`config.mk`:
```
export PLATFORM = sky130hd
export DESIGN_NAME = fplsr_flags
export DESIGN_NICKNAME = d
export VERILOG_FILES = /design/src/common/fplsr_pkg.sv /design/src/verilog/fplsr_preserve.sv /design/src/verilog/fplsr_flags.sv
export SDC_FILE = /design/constraint.sdc
export NUM_CORES = 1
export LEC_CHECK = 0
export ABC_AREA = 1
export BUFFER_PORTS_ARGS = -buffer_cell sky130_fd_sc_hd__clkbuf_2
export CAP_MARGIN = 20
export CELL_PAD_IN_SITES_DETAIL_PLACEMENT = 0
export CELL_PAD_IN_SITES_GLOBAL_PLACEMENT = 2
export CORE_MARGIN = 10
export CORE_UTILIZATION = 23
export CTS_CLUSTER_DIAMETER = 60
export DETAILED_ROUTE_END_ITERATION = 6
export PLACE_DENSITY = 0.82
export SYNTH_ARGS = -nofsm -noshare
export SYNTH_HDL_FRONTEND = slang
export SYNTH_SLANG_ARGS = --single-unit
```
`constraint.sdc`:
```
create_clock -name mclk -period 2 [get_ports mclk]
set_clock_uncertainty 0.2 [all_clocks]
set_input_delay 0.1 -clock mclk [delete_from_list [all_inputs] [get_ports mclk]]
set_output_delay 0.1 -clock mclk [all_outputs]
set_load 0.01 [all_outputs]
```
`src/common/fplsr_pkg.sv`:
```
// Constants and types shared by the lazy-stacking ready-flag block.
package fplsr_pkg;

  // ****************************************************************
  // Register map
  // ****************************************************************
  localparam int          ADDR_W        = 12;
  localparam logic [11:0] FPCC_OFFSET   = 12'h000;
  localparam logic [31:0] FPCC_RESET    = 32'h0000_0000;

  // ****************************************************************
  // Field positions inside fp_context_control
  // ****************************************************************
  localparam int BIT_TS     = 26;
  localparam int BIT_VIOL   = 9;
  localparam int BIT_MON    = 8;
  localparam int BIT_SF     = 7;
  localparam int BIT_BF     = 6;
  localparam int BIT_MM     = 5;
  localparam int BIT_HF     = 4;
  localparam int BIT_LAZY_PRESERVATION_ACTIVE = 0;

  // ****************************************************************
  // Bank indices and reset values
  // ****************************************************************
  localparam int   BANK_NS   = 0;
  localparam int   BANK_S    = 1;
  localparam logic TS_RESET  = 1'b0;
  localparam logic FLAG_RESET = 1'b0;

  // ****************************************************************
  // Preservation engine word counts
  // ****************************************************************
  localparam logic [5:0] CALLER_WORDS = 6'h11;
  localparam logic [5:0] TOTAL_WORDS  = 6'h21;

  typedef enum logic [1:0] {
    ST_IDLE,
    ST_WRITE,
    ST_FINISH
  } fplsr_state_e;

endpackage

```
`src/verilog/fplsr_preserve.sv`:
```
// Deferred floating-point state preservation engine.
`timescale 1ns/1ps

module fplsr_preserve (
  input  wire logic       mclk,          // Core clock.
  input  wire logic       rst_n,         // Asynchronous reset, active low.
  input  wire logic       clkEn,         // Clock enable, freezes state.
  input  wire logic       start,         // Begin one preservation pass.
  input  wire logic       ctxSecure,     // Context belongs to secure state.
  input  wire logic       stackViol,     // Stack limit violation of bank.
  input  wire logic       treatAsSecure, // Registers treated as secure.
  input  wire logic       memWrReady,    // Memory accepts a write.
  output logic            memWrValid,    // Write request to memory.
  output logic [5:0]      memWrIndex,    // Word index of the write.
  output logic            fpZero,        // Pulse: clear the FP registers.
  output logic            busy,          // Engine not idle.
  output logic            done           // Pulse: pass complete.
);

  fplsr_pkg::fplsr_state_e state;
  fplsr_pkg::fplsr_state_e next_state;
  logic [5:0]              limit;
  logic [5:0]              next_limit;
  logic [5:0]              next_memWrIndex;
  logic                    next_memWrValid;
  logic                    next_fpZero;
  logic                    next_done;

  // ****************************************************************
  // Sequencer
  // ****************************************************************
  always_comb begin
    next_state      = state;
    next_limit      = limit;
    next_memWrIndex = memWrIndex;
    next_memWrValid = memWrValid;
    next_fpZero     = 1'b0;
    next_done       = 1'b0;
    case (state)
      fplsr_pkg::ST_IDLE: begin
        if (start) begin
          next_memWrIndex = 6'h00;
          if (stackViol) begin
            // No memory traffic; secure registers still scrubbed.
            next_fpZero = ctxSecure && treatAsSecure;
            next_state  = fplsr_pkg::ST_FINISH;
          end else begin
            // Callee-saved words only when registers count as secure.
            next_limit = (ctxSecure && treatAsSecure) ?
                         fplsr_pkg::TOTAL_WORDS :
                         fplsr_pkg::CALLER_WORDS;
            next_memWrValid = 1'b1;
            next_state      = fplsr_pkg::ST_WRITE;
          end
        end
      end
      fplsr_pkg::ST_WRITE: begin
        if (memWrReady) begin
          if (memWrIndex == limit - 6'h01) begin
            next_memWrValid = 1'b0;
            next_state      = fplsr_pkg::ST_FINISH;
          end else begin
            next_memWrIndex = memWrIndex + 6'h01;
          end
        end
      end
      fplsr_pkg::ST_FINISH: begin
        next_done  = 1'b1;
        next_state = fplsr_pkg::ST_IDLE;
      end
      default: begin
        next_state      = fplsr_pkg::ST_IDLE;
        next_memWrValid = 1'b0;
      end
    endcase
  end

  always_ff @(posedge mclk or negedge rst_n) begin
    if (!rst_n) begin
      state      <= fplsr_pkg::ST_IDLE;
      limit      <= fplsr_pkg::CALLER_WORDS;
      memWrIndex <= 6'h00;
      memWrValid <= 1'b0;
      fpZero     <= 1'b0;
      done       <= 1'b0;
    end else if (clkEn) begin
      state      <= next_state;
      limit      <= next_limit;
      memWrIndex <= next_memWrIndex;
      memWrValid <= next_memWrValid;
      fpZero     <= next_fpZero;
      done       <= next_done;
    end
  end

  assign busy = (state != fplsr_pkg::ST_IDLE);
endmodule

```
`src/verilog/fplsr_flags.sv`:
```
// Ready and stack-limit flags of the FP context control register, APB slave.
//
// Local design decisions: the register offsets and the APB interface to the registers.
`timescale 1ns/1ps

// What this block does
// - Banked stack-limit violation flag at bit 9.
// - Violation set skips all preservation memory writes.
// - Suppressed pass still zeroes secure registers when TS.
// - Shared debug-monitor-ready flag at bit 8.
// - Monitor flag RAZ/WI non-secure when enable set.
// - Secure-fault-ready at bit 7, non-secure RAZ/WI.
// - Bus-fault-ready bit 6, RAZ/WI non-secure gated.
// - Banked memory-management-ready flag at bit 5.
// - Hard-fault-ready bit 4, RAZ/WI non-secure gated.
// - Banked lazy-preservation-active flag at bit 0.
// - TS clear means no callee-saved register push.
module fplsr_flags (
  input  wire logic        mclk,                // Core clock, 25 MHz.
  input  wire logic        rst_n,               // Async reset, active low.
  input  wire logic        clkEn,               // Clock enable.
  input  wire logic        psel,                // APB select.
  input  wire logic        penable,             // APB enable.
  input  wire logic        pwrite,              // APB direction.
  input  wire logic [11:0] paddr,               // APB byte address.
  input  wire logic [31:0] pwdata,              // APB write data.
  input  wire logic [2:0]  pprot,               // APB protection.
  output logic             pready,              // APB ready.
  output logic [31:0]      prdata,              // APB read data.
  output logic             pslverr,             // APB error.
  input  wire logic        secureDebugMonitorEnable, // Monitor secured.
  input  wire logic        faultsToNonSecure,   // Faults routed NS.
  input  wire logic        frameAlloc,          // Pulse: FP frame made.
  input  wire logic        allocSecure,         // Frame of secure state.
  input  wire logic        allocStackLimitViol, // Frame breaks limit.
  input  wire logic        allocMonRdy,         // Monitor pendable.
  input  wire logic        allocSfRdy,          // Secure fault pendable.
  input  wire logic        allocBfRdy,          // Bus fault pendable.
  input  wire logic        allocMmRdy,          // Mem manage pendable.
  input  wire logic        allocHfRdy,          // Hard fault pendable.
  input  wire logic        preserveReq,         // Pulse: FP op, lazy due.
  input  wire logic        preserveSecure,      // Bank of that context.
  input  wire logic        memWrReady,          // Memory accepts write.
  output logic             memWrValid,          // Preservation write.
  output logic [5:0]       memWrIndex,          // Word index of write.
  output logic             fpZero,              // Pulse: zero FP regs.
  output logic             preserveDone,        // Pulse: pass finished.
  output logic             treatAsSecure        // Current TS control.
);

  logic [1:0]  stackLimitViolation;
  logic [1:0]  memManageReady;
  logic [1:0]  lazyPreservationActive;
  logic        debugMonitorReady;
  logic        secureFaultReady;
  logic        busFaultReady;
  logic        hardFaultReady;
  logic        next_treatAsSecure;
  logic        next_debugMonitorReady;
  logic        next_secureFaultReady;
  logic        next_busFaultReady;
  logic        next_hardFaultReady;
  logic        next_pready;
  logic [31:0] next_prdata;
  logic        next_pslverr;
  logic [31:0] readView;
  logic        accSecure;
  logic        mapped;
  logic        wrEn;
  logic        monVisible;
  logic        faultVisible;
  logic        engStart;
  logic        engBusy;
  logic        engBank;

  // ****************************************************************
  // Access decode
  // ****************************************************************
  // A clear pprot[1] marks a secure access.
  assign accSecure    = !pprot[1];
  assign mapped       = (paddr[11:2] == fplsr_pkg::FPCC_OFFSET[11:2]);
  assign wrEn         = psel && penable && pready && pwrite && mapped;
  assign monVisible   = accSecure || !secureDebugMonitorEnable;
  assign faultVisible = accSecure || faultsToNonSecure;

  always_comb begin
    readView = fplsr_pkg::FPCC_RESET;
    readView[fplsr_pkg::BIT_TS] = treatAsSecure;
    // Banked fields: the accessor's own copy.
    readView[fplsr_pkg::BIT_VIOL] =
      stackLimitViolation[accSecure];
    readView[fplsr_pkg::BIT_MM] = memManageReady[accSecure];
    readView[fplsr_pkg::BIT_LAZY_PRESERVATION_ACTIVE] =
      lazyPreservationActive[accSecure];
    readView[fplsr_pkg::BIT_MON] = monVisible && debugMonitorReady;
    readView[fplsr_pkg::BIT_SF]  = accSecure && secureFaultReady;
    readView[fplsr_pkg::BIT_BF]  = faultVisible && busFaultReady;
    readView[fplsr_pkg::BIT_HF]  = faultVisible && hardFaultReady;
  end

  // ****************************************************************
  // APB answer: one wait state, read data sampled with it
  // ****************************************************************
  always_comb begin
    next_pready  = 1'b0;
    next_prdata  = prdata;
    next_pslverr = 1'b0;
    if (psel && penable && !pready) begin
      next_pready  = 1'b1;
      next_pslverr = !mapped;
      next_prdata  = (mapped && !pwrite) ? readView : 32'h0000_0000;
    end
  end

  always_ff @(posedge mclk or negedge rst_n) begin
    if (!rst_n) begin
      pready  <= 1'b0;
      prdata  <= 32'h0000_0000;
      pslverr <= 1'b0;
    end else if (clkEn) begin
      pready  <= next_pready;
      prdata  <= next_prdata;
      pslverr <= next_pslverr;
    end
  end

  // ****************************************************************
  // Banked flags, one copy per security state
  // ****************************************************************
  // Capture beats a software write and the engine's clear in the
  // same cycle, so a frame allocation is never lost.
  for (genvar b = 0; b < 2; b++) begin : gBank
    logic viol;
    logic mm;
    logic lsp;
    logic next_viol;
    logic next_mm;
    logic next_lsp;

    always_comb begin
      next_viol = viol;
      next_mm   = mm;
      next_lsp  = lsp;
      if (wrEn && (accSecure == b[0])) begin
        next_viol = pwdata[fplsr_pkg::BIT_VIOL];
        next_mm   = pwdata[fplsr_pkg::BIT_MM];
        next_lsp  = pwdata[fplsr_pkg::BIT_LAZY_PRESERVATION_ACTIVE];
      end
      if (preserveDone && (engBank == b[0])) begin
        next_lsp = 1'b0;
      end
      if (frameAlloc && (allocSecure == b[0])) begin
        next_viol = allocStackLimitViol;
        next_mm   = allocMmRdy;
        next_lsp  = 1'b1;
      end
    end

    always_ff @(posedge mclk or negedge rst_n) begin
      if (!rst_n) begin
        viol <= fplsr_pkg::FLAG_RESET;
        mm   <= fplsr_pkg::FLAG_RESET;
        lsp  <= fplsr_pkg::FLAG_RESET;
      end else if (clkEn) begin
        viol <= next_viol;
        mm   <= next_mm;
        lsp  <= next_lsp;
      end
    end

    assign stackLimitViolation[b]    = viol;
    assign memManageReady[b]         = mm;
    assign lazyPreservationActive[b] = lsp;
  end

  // ****************************************************************
  // Shared flags and the treat-as-secure control
  // ****************************************************************
  always_comb begin
    next_treatAsSecure     = treatAsSecure;
    next_debugMonitorReady = debugMonitorReady;
    next_secureFaultReady  = secureFaultReady;
    next_busFaultReady     = busFaultReady;
    next_hardFaultReady    = hardFaultReady;
    if (wrEn) begin
      if (accSecure) begin
        next_treatAsSecure    = pwdata[fplsr_pkg::BIT_TS];
        next_secureFaultReady = pwdata[fplsr_pkg::BIT_SF];
      end
      if (monVisible) begin
        next_debugMonitorReady = pwdata[fplsr_pkg::BIT_MON];
      end
      if (faultVisible) begin
        next_busFaultReady  = pwdata[fplsr_pkg::BIT_BF];
        next_hardFaultReady = pwdata[fplsr_pkg::BIT_HF];
      end
    end
    if (frameAlloc) begin
      next_debugMonitorReady = allocMonRdy;
      next_secureFaultReady  = allocSfRdy;
      next_busFaultReady     = allocBfRdy;
      next_hardFaultReady    = allocHfRdy;
    end
  end

  always_ff @(posedge mclk or negedge rst_n) begin
    if (!rst_n) begin
      treatAsSecure     <= fplsr_pkg::TS_RESET;
      debugMonitorReady <= fplsr_pkg::FLAG_RESET;
      secureFaultReady  <= fplsr_pkg::FLAG_RESET;
      busFaultReady     <= fplsr_pkg::FLAG_RESET;
      hardFaultReady    <= fplsr_pkg::FLAG_RESET;
    end else if (clkEn) begin
      treatAsSecure     <= next_treatAsSecure;
      debugMonitorReady <= next_debugMonitorReady;
      secureFaultReady  <= next_secureFaultReady;
      busFaultReady     <= next_busFaultReady;
      hardFaultReady    <= next_hardFaultReady;
    end
  end

  // ****************************************************************
  // Preservation engine
  // ****************************************************************
  // A request is dropped if its bank has no pending lazy state or the
  // engine is still busy; the core repeats it on the next FP op.
  assign engStart = preserveReq && !engBusy &&
                    lazyPreservationActive[preserveSecure];

  always_ff @(posedge mclk or negedge rst_n) begin
    if (!rst_n) begin
      engBank <= 1'b0;
    end else if (clkEn && engStart) begin
      engBank <= preserveSecure;
    end
  end

  fplsr_preserve uPreserve (
    .mclk          (mclk),
    .rst_n         (rst_n),
    .clkEn         (clkEn),
    .start         (engStart),
    .ctxSecure     (preserveSecure),
    .stackViol     (stackLimitViolation[preserveSecure]),
    .treatAsSecure (treatAsSecure),
    .memWrReady    (memWrReady),
    .memWrValid    (memWrValid),
    .memWrIndex    (memWrIndex),
    .fpZero        (fpZero),
    .busy          (engBusy),
    .done          (preserveDone)
  );
endmodule

```
==> metrics.md <==
| Metric | Value |
|---|---|
| Total wire length | `5860 um` |
| Routability-driven placement congestion ratio | `0.767` |
| Min-Delay Path Class | `in -> reg` |
| Minimum clock period after layout | `1730 ps` |
| Final cell count without fillers | `490` |
| Total grt overflow | `0` |
| Site Rows | `35` |
| Clk root buf | `clkbuf_8` |
| DRT iter0 DRCs | `111` |
| First-pass GRT wire length | `9470 um` |
| Ports | `110` |
| Clk_lat worst skew | `290 ps` |
| Vias in the first global route | `2005` |
| Drt via density | `4.07` |
| Power density over cell area | `778 mW/mm2` |
| Final setup fails | `0` |
| Sequential share of the synthesized area | `0.408` |
| WL/cell | `12.0 um` |
| Largest net degree at the start of global routing | `19` |
| Syn. warnings | `0` |
| Post-layout nets | `446` |
| Gate Count Post-Synth | `293` |
| CTS tree | `yes` |
| Crit Path Category | `reg -> reg` |
| Storage cell area | `877 um2` |
| Die X | `117 um` |
| Yosys top cell by area | `dfrtp_1` |
| DP Worst Slack | `308 ps` |
| Vias | `1992` |
| CP max FO | `5` |
| Slew @ Worst Pin | `520 ps` |
| Avg Cell Area, Syn | `7.34 um2` |
| Total Routing Usage GR | `0.0854` |
| Initial Util | `0.234` |
| TritonCTS Buffers | `5` |
| Post-DP HPWL | `4870 um` |
| Setup TNS | `0 ps` |
| CTS HTree Levels | `2` |
| Synth top area cells | `dfrtp_1 (40%), nand2_1 (17%), buf_4 (8.4%), o21ai_0 (5.1%), inv_1 (4.5%)` |
| Worst rel slew slack | `0.650` |
| Top-count cell post-synth | `nand2_1` |
| CTS Sinks | `35` |
| Total of max-cap violations | `0` |
| Top post-synthesis cells by count | `nand2_1 (98), dfrtp_1 (34), inv_1 (26)` |
| Max Freq | `0.578 GHz` |
| Post-CTS Setup Inserts | `0` |
| WP data arrival | `1760 ps` |
| Initial antenna violation count | `0` |
| Layout cells sized above 1 | `0.222` |
| Clk buf depth | `2` |
| Number of synthesized flops with an enable pin | `0` |
| Top FF cell, synth | `dfrtp_1` |
| Placed Instances | `463` |
| Outcome | `finished clean` |
| Final setup margin | `271 ps` |
| Core Region | `0.00920 mm2` |
| Die Y | `117 um` |
| Max Slew Vio Count | `0` |
| Distinct cells, synth | `30` |
| Multi-input gate area in the final layout | `0.00104 mm2` |
| Fin util | `0.307` |
| Async set-reset flop share out of synthesis | `1.00` |
| DRC Markers | `0` |
| Post-cts sizing count | `0` |
| Port bufs | `57` |
| Clk pin slew, worst setup/hold paths | `70 ps` |
| Netlist Area Pre-Place | `0.00215 mm2` |
| # diodes | `0` |
| DRT Pass-1 Iters | `6` |
| Leak | `0.00152 uW` |
| Area grow syn2layout | `31.1%` |
| Worst Setup Start Kind | `flop` |
| Post-synth top area share | `0.395` |
| CP Capture Type | `flop` |
| Cts hold-fix bufs | `19` |
| Fillers | `1008` |
| Tcrit/Tclk final | `0.864` |
| Final Hold Vio Count | `0` |
| RSZ-0062 raised after global routing | `no` |
| Maximum vdd drop | `287 uV` |
| Worst EP required | `2030 ps` |
| Post-route ant nets | `0` |
| Die Area | `0.0136 mm2` |
| Yosys reg bits | `35` |
## power breakdown
| part | internal (uW) | switching, uW |
|---|---|---|
| clock | 371 | 263 |
| combinational | 263 | 398 |
| sequential | 825 | 75.0 |
| total | 1460 | 737 |
## worst paths after layout
kind,startpoint,endpoint,slack [ps],depth (start not counted)
max in group asynchronous,rst_n,uPreserve.limit[4],960,3
worst max register to register,uPreserve.memWrIndex[1],uPreserve.memWrIndex[4],270,9
worst min-delay path,allocSecure,gBank[1].mm,30,4
min in group asynchronous,rst_n,uPreserve.memWrIndex[3],100,2
worst max-delay path,uPreserve.memWrIndex[1],uPreserve.memWrIndex[4],270,9
worst min register to register,uPreserve.limit[4],uPreserve.limit[4],270,2
## sequential cells by signal (all words and copies together), names as in the netlist
signal,cells
uPreserve.limit,2
treatAsSecure,1
pready,1
gBank.viol,2
gBank.mm,2
uPreserve.memWrValid,1
uPreserve.memWrIndex,6
secureFaultReady,1
pslverr,1
busFaultReady,1
engBank,1
prdata,8
hardFaultReady,1
gBank.lsp,2
uPreserve.done,1
uPreserve.fpZero,1
debugMonitorReady,1
uPreserve.state,2
## placed cells by master, fill, tap and decap left out, drive strengths merged
cell / count
o211ai: 1
clkinv: 2
bufinv: 1
o21ai: 28
conb: 24
dfstp: 1
xor2: 1
nand4: 7
nor3: 1
or2: 1
nand3: 17
o31ai: 6
ha: 2
clkbuf: 62
a21oi: 6
nand3b: 2
nor3b: 2
mux2i: 1
buf: 6
dlygate4sd3: 19
inv: 31
dfrtp: 34
nand2: 99
xnor2: 2
nor2: 23
## per-stage QoR
stage | total power [uW] | instance area [um2] | hold WS, ps
after CTS | 2230 | 2820 | 24.0
after detailed placement | 1560 | 2520 | -113
final | 2200 | 2820 | 28.3
after global placement | 1550 | 2520 | -114
after floorplan | 1340 | 2240 | -396
after global routing | 2360 | 2820 | 44.8
## layer usage
layer  global-route usage  up-vias  share of wire
met5                    0        -              0
met3               0.0205        5          0.055
met4               0.0222        0          0.012
li1                     -     1066              -
met1                0.107      880           0.45
met2                0.143       41           0.49
## layout make-up
class,instances,area share
inverters,31,0.0412
flip-flops and latches,35,0.311
clock buffers,5,0.0244
well taps,111,0.0492
clock inverters,3,0.0155
multi-input cells,223,0.370
repair buffers,82,0.189
## cell families after synthesis
group / synth area share
AO/OA/AOI/OAI: 0.105
other: 0.00174
flip-flops: 0.408
multiplexers: 0.00465
buffers and inverters: 0.148
AND/OR/NAND/NOR: 0.309
XOR/XNOR: 0.0122
adder cells (fa/ha/maj): 0.0116
## worst max-delay path, stage by stage (launching register included)
cell,delay [ps]
dfrtp_1,420
inv_1,70
ha_1,140
nand2_1,50
nor2_1,130
nand3_1,130
nor2_1,210
buf_4,160
o21ai_0,80
nand2_1,70
No activity file was read; power rests on OpenSTA's default activity.
